**src/fir_pkg.sv**
```systemverilog
package fir_pkg;

    localparam int COEF_W      = 8;
    localparam int SAMPLE_W    = 8;
    localparam int ACC_W       = 26;
    localparam int CELL_COUNT  = 8;
    localparam int ADDR_W      = 3;
    // low bits of the output buffer lost on each shift-and-add pass
    localparam int BUF_DROP_W  = 8;
    localparam int RESULT_LO_W = 16;

    // {decim_sel_hi, decim_sel_lo}: extra clocks a coefficient spends in a cell
    localparam logic [1:0] DECIM_NONE  = 2'h0;
    localparam logic [1:0] DECIM_ONE   = 2'h1;
    localparam logic [1:0] DECIM_TWO   = 2'h2;
    localparam logic [1:0] DECIM_THREE = 2'h3;

endpackage

```
**src/fir_mac_cell.sv**
```systemverilog
`timescale 1ns/100ps
module fir_mac_cell #(
    parameter int COEF_W   = fir_pkg::COEF_W,
    parameter int SAMPLE_W = fir_pkg::SAMPLE_W,
    parameter int ACC_W    = fir_pkg::ACC_W
) (
    input  wire logic                clock,
    input  wire logic                sys_rst,
    input  wire logic [COEF_W-1:0]   coef_in,
    input  wire logic [SAMPLE_W-1:0] sample,
    input  wire logic                coef_load,
    input  wire logic [1:0]          decim_sel,
    input  wire logic                clr_regs,
    input  wire logic                clr_acc,
    input  wire logic                cell_select,
    output logic      [COEF_W-1:0]   coef_out,
    output logic      [ACC_W-1:0]    acc,
    output logic      [ACC_W-1:0]    cell_hold_reg
);

    localparam int PROD_W = COEF_W + SAMPLE_W;

    logic        [COEF_W-1:0] coef_reg;
    logic        [COEF_W-1:0] decim_reg1;
    logic        [COEF_W-1:0] decim_reg2;
    logic        [COEF_W-1:0] decim_reg3;
    logic signed [PROD_W-1:0] product;
    logic signed [PROD_W-1:0] mult_pipe_stage0;
    logic signed [PROD_W-1:0] mult_pipe_stage1;
    logic        [ACC_W-1:0]  prod_wide;
    logic        [ACC_W-1:0]  next_acc;

    assign product   = $signed(coef_reg) * $signed(sample);
    assign prod_wide = {{(ACC_W-PROD_W){mult_pipe_stage1[PROD_W-1]}}, mult_pipe_stage1};
    assign next_acc  = acc + prod_wide;

    // coefficient and decimation registers share the load enable and clear
    always_ff @(posedge clock or posedge sys_rst) begin
        if (sys_rst) begin
            coef_reg   <= '0;
            decim_reg1 <= '0;
            decim_reg2 <= '0;
            decim_reg3 <= '0;
        end else if (clr_regs) begin
            coef_reg   <= '0;
            decim_reg1 <= '0;
            decim_reg2 <= '0;
            decim_reg3 <= '0;
        end else if (coef_load) begin
            coef_reg   <= coef_in;
            decim_reg1 <= coef_reg;
            decim_reg2 <= decim_reg1;
            decim_reg3 <= decim_reg2;
        end
    end

    always_comb begin
        case (decim_sel)
            fir_pkg::DECIM_ONE:   coef_out = decim_reg1;
            fir_pkg::DECIM_TWO:   coef_out = decim_reg2;
            fir_pkg::DECIM_THREE: coef_out = decim_reg3;
            default:              coef_out = coef_reg;
        endcase
    end

    always_ff @(posedge clock or posedge sys_rst) begin
        if (sys_rst) begin
            mult_pipe_stage0 <= '0;
            mult_pipe_stage1 <= '0;
        end else if (clr_regs) begin
            mult_pipe_stage0 <= '0;
            mult_pipe_stage1 <= '0;
        end else begin
            mult_pipe_stage0 <= product;
            mult_pipe_stage1 <= mult_pipe_stage0;
        end
    end

    // a plain reset leaves the accumulator running
    always_ff @(posedge clock or posedge sys_rst) begin
        if (sys_rst) begin
            acc <= '0;
        end else if (clr_acc) begin
            acc <= '0;
        end else begin
            acc <= next_acc;
        end
    end

    // keeps the finished sum while the accumulator restarts
    always_ff @(posedge clock or posedge sys_rst) begin
        if (sys_rst) begin
            cell_hold_reg <= '0;
        end else if (clr_regs) begin
            cell_hold_reg <= '0;
        end else if (!cell_select) begin
            cell_hold_reg <= next_acc;
        end
    end

    a_mult_two_stage: assert property (@(posedge clock) disable iff (sys_rst)
        (!clr_regs [*2] ##1 !clr_acc) |=> (acc == ACC_W'($past(acc) + {{(ACC_W-PROD_W){$past(product[PROD_W-1], 3)}},
                                                                    $past(product, 3)})))
        else $error("product not accumulated three clocks later");

    a_hold_frozen: assert property (@(posedge clock) disable iff (sys_rst)
        (cell_select && !clr_regs) |=> $stable(cell_hold_reg))
        else $error("holding register changed while cell selected");

    a_coef_frozen: assert property (@(posedge clock) disable iff (sys_rst)
        (!coef_load && !clr_regs) |=> ($stable(coef_reg) && $stable(decim_reg3)))
        else $error("coefficient moved without load enable");

    a_acc_cleared: assert property (@(posedge clock) disable iff (sys_rst)
        clr_acc |=> (acc == '0))
        else $error("accumulator not cleared");

    a_acc_loads: assert property (@(posedge clock) disable iff (sys_rst)
        !clr_acc |=> (acc == $past(next_acc)))
        else $error("accumulator skipped adder output");

    a_hold_loads: assert property (@(posedge clock) disable iff (sys_rst)
        (!cell_select && !clr_regs) |=> (cell_hold_reg == $past(next_acc)))
        else $error("holding register missed adder output");

endmodule

```
**src/fir_output_stage.sv**
```systemverilog
`timescale 1ns/100ps
module fir_output_stage #(
    parameter int ACC_W  = fir_pkg::ACC_W,
    parameter int DROP_W = fir_pkg::BUF_DROP_W
) (
    input  wire logic             clock,
    input  wire logic             sys_rst,
    input  wire logic             clr_regs,
    input  wire logic             shift_add,
    input  wire logic [ACC_W-1:0] cell_result,
    output logic      [ACC_W-1:0] result_data
);

    logic             shift_add_prev;
    logic [ACC_W-1:0] out_buffer;
    logic [ACC_W-1:0] feedback;
    logic [ACC_W-1:0] next_buffer;

    // zero mux: low shift_add starts a fresh sum
    assign feedback    = shift_add ? {{DROP_W{out_buffer[ACC_W-1]}}, out_buffer[ACC_W-1:DROP_W]} : '0;
    assign next_buffer = cell_result + feedback;

    always_ff @(posedge clock or posedge sys_rst) begin
        if (sys_rst) begin
            out_buffer     <= '0;
            shift_add_prev <= 1'b0;
            result_data    <= '0;
        end else if (clr_regs) begin
            out_buffer     <= '0;
            shift_add_prev <= 1'b0;
            result_data    <= '0;
        end else begin
            out_buffer     <= next_buffer;
            shift_add_prev <= shift_add;
            // the mux remembers the previous select
            result_data    <= (!shift_add && !shift_add_prev) ? cell_result : out_buffer;
        end
    end

    a_shift_add_sum: assert property (@(posedge clock) disable iff (sys_rst)
        (shift_add && !clr_regs) |=> (out_buffer == ACC_W'($past(cell_result)
            + {{DROP_W{$past(out_buffer[ACC_W-1])}}, $past(out_buffer[ACC_W-1:DROP_W])})))
        else $error("shift-and-add sum wrong");

    a_zero_mux: assert property (@(posedge clock) disable iff (sys_rst)
        (!shift_add && !clr_regs) |=> (out_buffer == $past(cell_result)))
        else $error("zero mux did not feed zeros");

    a_out_mux_buffer: assert property (@(posedge clock) disable iff (sys_rst)
        ((shift_add || shift_add_prev) && !clr_regs) |=> (result_data == $past(out_buffer)))
        else $error("output mux did not select buffer");

endmodule

```
**src/eight_cell_fir_mac_array.sv**
```systemverilog
// Behaviour
// - eight cascaded cells, each multiplies 8x8 and accumulates into 26 bits
// - without decimation coefficient leaves cell one clock after entering
// - decimation selects add 1, 2 or 3 clocks of coefficient delay
// - cells chained left to right; last cell output gated to pins
// - coefficient load enable latched; loads on second clock after going low
// - coefficient and decimation registers hold while load enable high
// - reset clears coefficient and decimation registers, latched like load enable
// - sample register loads on second clock after sample enable low
// - sample register loads zeros while sample enable high
// - two multiplier pipeline stages; sign-extended product added to accumulator
// - holding register loads each clock except while its cell is selected
// - accumulator loads adder output unless cleared
// - erase/reset table: reset clears all but accumulators, erase one, both everything
// - erase and reset together clear all accumulators on second clock
// - erase clears the addressed accumulator on second clock
// - output adder adds cell result to upper 18 buffer bits each clock
// - shift-add select picks zeros or buffer bits; latched one clock
// - cell result on bus only if select low now and previously
// - unchanged address keeps result from first clock of selection
// - low enable drives bits 0-15, high enable bits 16-25
// - cell address latched one clock before output use
// - enable high puts its result group in high impedance; here it only raises result_hi_oe_n or result_lo_oe_n, result_bus stays driven
`timescale 1ns/100ps
module eight_cell_fir_mac_array #(
    parameter int CELL_COUNT = fir_pkg::CELL_COUNT,
    parameter int COEF_W     = fir_pkg::COEF_W,
    parameter int SAMPLE_W   = fir_pkg::SAMPLE_W,
    parameter int ACC_W      = fir_pkg::ACC_W,
    parameter int ADDR_W     = fir_pkg::ADDR_W
) (
    input  wire logic                clock,
    input  wire logic                sys_rst,
    input  wire logic [COEF_W-1:0]   coef_in,
    input  wire logic                coef_load_en_n,
    input  wire logic                decim_sel_lo,
    input  wire logic                decim_sel_hi,
    input  wire logic                coef_out_pin_en,
    output logic      [COEF_W-1:0]   coef_out,
    output logic                     coef_out_oe_n,
    input  wire logic [SAMPLE_W-1:0] sample_in,
    input  wire logic                sample_load_en_n,
    input  wire logic [ADDR_W-1:0]   cell_addr,
    input  wire logic                shift_add_sel,
    input  wire logic                filter_reset_n,
    input  wire logic                erase_n,
    input  wire logic                result_hi_en_n,
    input  wire logic                result_lo_en_n,
    output logic      [ACC_W-1:0]    result_bus,
    output logic                     result_hi_oe_n,
    output logic                     result_lo_oe_n
);

    logic                coef_load;
    logic                sample_load;
    logic                reset_q;
    logic                erase_q;
    logic                shift_add_q;
    logic [ADDR_W-1:0]   addr_q;
    logic [SAMPLE_W-1:0] sample_reg;
    logic [1:0]          decim_sel;
    logic [CELL_COUNT-1:0] cell_select;
    logic [CELL_COUNT-1:0] clr_acc;
    logic [COEF_W-1:0]   coef_chain [CELL_COUNT+1];
    logic [ACC_W-1:0]    cell_acc [CELL_COUNT];
    logic [ACC_W-1:0]    cell_hold [CELL_COUNT];
    logic [ACC_W-1:0]    cell_result;
    logic [ACC_W-1:0]    result_data;
    logic                acc_nonzero;

    assign decim_sel = {decim_sel_hi, decim_sel_lo};

    // load, sample, reset, erase, shift-add and address pins are latched one clock, which gives the two-clock load latency
    always_ff @(posedge clock or posedge sys_rst) begin
        if (sys_rst) begin
            coef_load   <= 1'b0;
            sample_load <= 1'b0;
            reset_q     <= 1'b0;
            erase_q     <= 1'b0;
            shift_add_q <= 1'b0;
            addr_q      <= '0;
        end else begin
            coef_load   <= !coef_load_en_n;
            sample_load <= !sample_load_en_n;
            reset_q     <= !filter_reset_n;
            erase_q     <= !erase_n;
            shift_add_q <= shift_add_sel;
            addr_q      <= cell_addr;
        end
    end

    // sample is broadcast to all cells; idle input feeds zeros so accumulators rest
    always_ff @(posedge clock or posedge sys_rst) begin
        if (sys_rst) begin
            sample_reg <= '0;
        end else if (reset_q) begin
            sample_reg <= '0;
        end else if (sample_load) begin
            sample_reg <= sample_in;
        end else begin
            sample_reg <= '0;
        end
    end

    assign coef_chain[0] = coef_in;

    generate
        for (genvar i = 0; i < CELL_COUNT; i++) begin : g_cell
            assign cell_select[i] = (addr_q == ADDR_W'(i));
            // erase alone hits the addressed cell, erase with reset hits them all
            assign clr_acc[i] = erase_q && (reset_q || cell_select[i]);

            fir_mac_cell #(
                .COEF_W   (COEF_W),
                .SAMPLE_W (SAMPLE_W),
                .ACC_W    (ACC_W)
            ) u_cell (
                .clock         (clock),
                .sys_rst       (sys_rst),
                .coef_in       (coef_chain[i]),
                .sample        (sample_reg),
                .coef_load     (coef_load),
                .decim_sel     (decim_sel),
                .clr_regs      (reset_q),
                .clr_acc       (clr_acc[i]),
                .cell_select   (cell_select[i]),
                .coef_out      (coef_chain[i+1]),
                .acc           (cell_acc[i]),
                .cell_hold_reg (cell_hold[i])
            );

            // without decimation each link adds exactly one register stage
            a_chain_link: assert property (@(posedge clock) disable iff (sys_rst)
                (coef_load && !reset_q && (decim_sel == fir_pkg::DECIM_NONE)) |=>
                    ((decim_sel == fir_pkg::DECIM_NONE) -> (coef_chain[i+1] == $past(coef_chain[i]))))
                else $error("coefficient did not pass to next cell");
        end
    endgenerate

    // the holding register stops loading once selected, so the first value sticks
    assign cell_result = cell_hold[addr_q];

    fir_output_stage #(
        .ACC_W  (ACC_W),
        .DROP_W (fir_pkg::BUF_DROP_W)
    ) u_output (
        .clock       (clock),
        .sys_rst     (sys_rst),
        .clr_regs    (reset_q),
        .shift_add   (shift_add_q),
        .cell_result (cell_result),
        .result_data (result_data)
    );

    assign coef_out       = coef_chain[CELL_COUNT];
    assign coef_out_oe_n  = !coef_out_pin_en;
    assign result_bus     = result_data;
    assign result_lo_oe_n = result_lo_en_n;
    assign result_hi_oe_n = result_hi_en_n;

    // assertion helper: any accumulator still holding a value
    always_comb begin
        acc_nonzero = 1'b0;
        for (int k = 0; k < CELL_COUNT; k++) begin
            acc_nonzero = acc_nonzero | (|cell_acc[k]);
        end
    end

    a_sample_latency: assert property (@(posedge clock) disable iff (sys_rst)
        (!sample_load_en_n && filter_reset_n) |=> ##1 (sample_reg == $past(sample_in)))
        else $error("sample not loaded on second clock");

    a_sample_zero_fill: assert property (@(posedge clock) disable iff (sys_rst)
        sample_load_en_n |=> ##1 (sample_reg == '0))
        else $error("sample register not zeroed while disabled");

    a_coef_latency: assert property (@(posedge clock) disable iff (sys_rst)
        (!coef_load_en_n && filter_reset_n) |=> ##1
            ((decim_sel == fir_pkg::DECIM_NONE) -> (coef_chain[1] == $past(coef_in))))
        else $error("coefficient not loaded on second clock");

    a_coef_frozen_pins: assert property (@(posedge clock) disable iff (sys_rst)
        (coef_load_en_n && filter_reset_n) |=> ##1 ($stable(decim_sel) -> $stable(coef_chain[1])))
        else $error("coefficient moved while load disabled");

    a_reset_clears: assert property (@(posedge clock) disable iff (sys_rst)
        !filter_reset_n |=> ##1 ((coef_chain[1] == '0) && (sample_reg == '0) && (result_data == '0)))
        else $error("reset did not clear registers");

    a_erase_all: assert property (@(posedge clock) disable iff (sys_rst)
        (!erase_n && !filter_reset_n) |=> ##1 !acc_nonzero)
        else $error("erase with reset left an accumulator set");

    a_erase_one: assert property (@(posedge clock) disable iff (sys_rst)
        !erase_n |=> ##1 (cell_acc[$past(cell_addr, 2)] == '0))
        else $error("addressed accumulator not erased");

    a_out_mux_cell: assert property (@(posedge clock) disable iff (sys_rst)
        (!shift_add_sel ##1 (!shift_add_sel && filter_reset_n)) |=> ##1 (result_data == $past(cell_result)))
        else $error("bus did not carry cell result");

    a_result_held: assert property (@(posedge clock) disable iff (sys_rst)
        ($stable(addr_q) && !$past(reset_q)) |-> $stable(cell_result))
        else $error("selected result changed while address steady");

    a_decim_one: assert property (@(posedge clock) disable iff (sys_rst)
        (coef_load && !reset_q) [*2] |=>
            ((decim_sel == fir_pkg::DECIM_ONE) -> (coef_chain[1] == $past(coef_in, 2))))
        else $error("one-clock decimation delay wrong");

    a_addr_latched: assert property (@(posedge clock) disable iff (sys_rst)
        1'b1 |-> (addr_q == $past(cell_addr)))
        else $error("cell address not delayed one clock");

    a_shift_latched: assert property (@(posedge clock) disable iff (sys_rst)
        1'b1 |-> (shift_add_q == $past(shift_add_sel)))
        else $error("shift-add select not delayed one clock");

    // plain reset must still flush the shared sample register
    a_sample_reset: assert property (@(posedge clock) disable iff (sys_rst)
        reset_q |=> (sample_reg == '0))
        else $error("reset left sample register loaded");

    a_select_onehot: assert property (@(posedge clock) disable iff (sys_rst)
        $onehot(cell_select) && cell_select[addr_q])
        else $error("cell decode not one-hot");

    a_bus_groups: assert property (@(posedge clock) disable iff (sys_rst)
        $rose(result_hi_en_n) |-> (result_hi_oe_n && (result_lo_oe_n == result_lo_en_n)))
        else $error("result group enables crossed");

endmodule

```
**config.mk**
```make
export PLATFORM = sky130hd
export DESIGN_NAME = eight_cell_fir_mac_array
export DESIGN_NICKNAME = d
export VERILOG_FILES = /design/src/fir_pkg.sv /design/src/fir_mac_cell.sv /design/src/fir_output_stage.sv /design/src/eight_cell_fir_mac_array.sv
export SDC_FILE = /design/constraint.sdc
export NUM_CORES = 2
export LEC_CHECK = 0
export ABC_AREA = 1
export BUFFER_PORTS_ARGS = -buffer_cell sky130_fd_sc_hd__buf_2
export CORE_UTILIZATION = 45
export DETAILED_ROUTE_END_ITERATION = 8
export MAX_ROUTING_LAYER = met4
export PLACE_DENSITY = 0.57
export SLEW_MARGIN = 20
export SYNTH_ARGS = -nofsm -noshare
export SYNTH_HDL_FRONTEND = slang
export SYNTH_SLANG_ARGS = --single-unit
```
**constraint.sdc**
```tcl
create_clock -name clock -period 40.2 [get_ports clock]
set_input_delay 2.01 -clock clock [delete_from_list [all_inputs] [get_ports clock]]
set_output_delay 2.01 -clock clock [all_outputs]
set_load 0.02 [all_outputs]
```
==> results.sh <==
export IMPL_synth_top_family_by_area="simple AND/OR/NAND/NOR gates"
export IMPL_period_minus_slack_ps=6600
export IMPL_power_leakage_nw=45.9
export IMPL_crit_path_max_fanout=48
export IMPL_drt_iter0_drc=4689
export IMPL_hold_viol=0
export IMPL_cap_violations=0
export IMPL_syn_inst=10107
export IMPL_muxShareOfSynthArea_pct=0
export IMPL_ant_nets=0
export IMPL_irDropWorstVdd_v=0.0000382
export IMPL_drt_wl_total_mm=217
export IMPL_synth_cell_types=44
export IMPL_place_area_mm2=0.0769
export IMPL_fp_dieH_um=409
export IMPL_max_freq_ghz=0.152
export IMPL_slew_viol_final=0
export IMPL_worstPathRequired_ps=38190
export IMPL_tns_ps=0
export IMPL_finalPower_mw=2.61
export IMPL_max_stage_delay_ps=590
export IMPL_nNetsFinal=10958
export IMPL_clock_sinks=997
export IMPL_clock_latency_ps=800
export IMPL_end_kind="output port"
export IMPL_drc=0
export IMPL_dp_hpwl_mm=165
export IMPL_gp_congestion=0.937
export IMPL_dieArea_mm2=0.167
export IMPL_cts_buffers=114
export IMPL_cp_num_buf_inv=5
export IMPL_htree_levels=3
export IMPL_port_buffers=63
export IMPL_cts_root_buf="clkbuf_16"
export IMPL_drive_gt1_share_pct=3.70
export IMPL_core_mm2=0.165
export IMPL_via_count=62086
export IMPL_rows=149
export IMPL_setup_violations=0
export IMPL_relSlewSlack_pct=26.4
export IMPL_fin_area_mm2=0.0809
export IMPL_avgRoutedWirePerCell_um=17.7
export IMPL_antenna_found_initial=4
export IMPL_crit_chain="buf_2, buf_4, nand2_1, inv_2, buf_4, nand2_1, o21ai_0, a21oi_1, o21ai_0, buf_2"
export IMPL_avgSynthCellArea_um2=7.38
export IMPL_setup_ws_ps=33600
export IMPL_initial_utilization_pct=45.3
export IMPL_final_common_cell="nand2_1"
export IMPL_boundaryPins=68
export IMPL_grt_overflow=0
export IMPL_crit_family="buffers and inverters"
export IMPL_final_cell_mix="nand2_1 (2777), inv_1 (2338), dfrtp_1 (989)"
export IMPL_dpl_worst_slack_ps=33620
export IMPL_synth_fa_ha_area_share_pct=19.7
export IMPL_hp_class="reg -> reg"
export IMPL_synthSimpleGateAreaFrac_pct=22.5
export IMPL_vias_per_cell=5.04
export IMPL_fin_skew_ps=110
export IMPL_clockBufferDepth=3
export IMPL_ys_ff_latch=997
export IMPL_grtUsageTotal_pct=27.1
export IMPL_ys_seq_area_share_pct=33.4
export IMPL_areaGrowthSynthToFinish_pct=8.43
export IMPL_grt_max_degree=151
export IMPL_start_kind="primary input"
export IMPL_first_pass_iters=6
export IMPL_cts_clk_slew_worst_paths_ps=60
export IMPL_critPathSlowestCell="buf_4"
export IMPL_die_width_um=409
export IMPL_cp_arrival_ps=4590
export IMPL_run_status="complete, no violations"
export IMPL_power_density_mw_per_mm2=32.2
export IMPL_synth_compound_area_share_pct=8.75
export IMPL_tightest_slew_ps=1100
export IMPL_cts_setup_buffers=0
export IMPL_synth_xor_area_share_pct=1.97
export IMPL_synthesis_area_mm2=0.0746
export IMPL_holdBufCountCts=0
export IMPL_synth_nets=11044
export IMPL_period_share_pct=16.4
export IMPL_grt_pass1_vias=62342
export IMPL_rsz0062_at_grt="false"
export IMPL_ctsResizeCount=0
export IMPL_grt_pass1_wl_mm=348
export IMPL_fillers=16650
export IMPL_yosys_warnings=0
export IMPL_cts_tree="built"
export IMPL_whs_ps=417
export IMPL_worst_setup_path_type="in -> out"
[cells in the mapped netlist]
library cell | number | area share, %
a21boi_0 | 8 | 0.080
a21o_1 | 9 | 0.091
a21oi_1 | 362 | 2.4
a21oi_2 | 2 | 0.023
a221oi_1 | 48 | 0.56
a22oi_1 | 38 | 0.38
a31o_2 | 1 | 0.012
a31oi_1 | 10 | 0.084
and2_1 | 21 | 0.18
and3_1 | 1 | 0.0084
buf_1 | 62 | 0.31
buf_2 | 88 | 0.59
buf_4 | 6 | 0.060
clkbuf_1 | 166 | 0.83
clkinv_1 | 2 | 0.010
dfrtp_1 | 997 | 33
fa_1 | 449 | 12
ha_1 | 457 | 7.7
inv_1 | 2341 | 12
inv_2 | 19 | 0.096
nand2_1 | 2777 | 14
nand2_2 | 2 | 0.017
nand3_1 | 374 | 2.5
nand3b_1 | 17 | 0.17
nand4_1 | 88 | 0.74
nor2_1 | 858 | 4.3
nor2_2 | 11 | 0.092
nor2b_1 | 7 | 0.059
nor3_1 | 39 | 0.26
nor3_2 | 2 | 0.027
nor3_4 | 1 | 0.022
nor3b_1 | 2 | 0.020
o2111ai_1 | 6 | 0.070
o211ai_1 | 9 | 0.091
o21a_1 | 22 | 0.22
o21ai_0 | 346 | 2.3
o21ai_1 | 28 | 0.19
o21ai_2 | 1 | 0.012
o21bai_1 | 25 | 0.25
o221ai_1 | 11 | 0.13
o22ai_1 | 215 | 1.8
or2_2 | 11 | 0.092
xnor2_1 | 82 | 0.96
xor2_1 | 86 | 1.0
[final timing paths]
| path | depth (start not counted) | from | slack (ps) | to |
|---|---|---|---|---|
| worst min register to register | 2 | g_cell[7].u_cell.mult_pipe_stage0[2]$_DFF_PP0_ | 420 | g_cell[7].u_cell.mult_pipe_stage1[2]$_DFF_PP0_ |
| worst min-delay path | 2 | g_cell[7].u_cell.mult_pipe_stage0[2]$_DFF_PP0_ | 420 | g_cell[7].u_cell.mult_pipe_stage1[2]$_DFF_PP0_ |
| min in group asynchronous | 2 | sys_rst | 1320 | g_cell[1].u_cell.coef_reg[7]$_DFFE_PP0P_ |
| worst max-delay path | 10 | decim_sel_hi | 33600 | coef_out[1] |
| worst max register to register | 14 | sample_reg[3]$_DFF_PP0_ | 34950 | g_cell[6].u_cell.mult_pipe_stage0[14]$_DFF_PP0_ |
| max in group asynchronous | 5 | sys_rst | 35910 | g_cell[6].u_cell.acc[12]$_DFF_PP0_ |
[metrics by stage]
| step | cells | util (%) |
|---|---|---|
| final | 12308 | 49.1 |
| after global routing | 12307 | 49.1 |
| after CTS | 12306 | 49.1 |
| after detailed placement | 12094 | 46.6 |
| after global placement | 12094 | 46.6 |
| after floorplan | 10107 | - |
[where the power goes]
part / internal [mW] / leakage [nW] / switching (mW) / total, mW
Combinational: 0.115 / 30.2 / 0.273 / 0.389
Clock: 0.649 / 1.93 / 0.465 / 1.11
Sequential: 1.06 / 13.7 / 0.0429 / 1.11
[cells by family (layout without fill, tap and decap cells)]
family	count (synthesis)	after routing
other cells	0	2
compound gates	1141	1141
buf+inv	2684	2694
simple gates	4211	4211
flops	997	997
fa+ha+maj	906	906
xor+xnor	168	168
[per-layer routing]
layer / share of wire [%] / GRT usage, %
met3: 4.3 / 2.70
met1: 48 / 37.6
met4: 2.9 / 7.38
met5: 0 / -
met2: 45 / 42.3
[cell type report]
cell class / count / area (um^2) / area share (%)
Antenna cell: 2 / 5.00 / 0.00618
Clock inverter: 49 / 746 / 0.921
Inverter: 2362 / 8880 / 11.0
Sequential cell: 997 / 25000 / 30.8
Timing Repair Buffer: 120 / 776 / 0.959
Multi-Input combinational cell: 6426 / 39500 / 48.8
Clock buffer: 163 / 3310 / 4.09
Tap cell: 2189 / 2740 / 3.38
[worst min-delay path, delay by kind of cell (launching register included)]
| family | cells | cell delay (ps) |
|---|---|---|
| buffers and inverters | 1 | 40 |
| flip-flops | 1 | 320 |
| AND/OR/NAND/NOR | 1 | 70 |
Note: power is estimated with default switching activity, not from simulation.
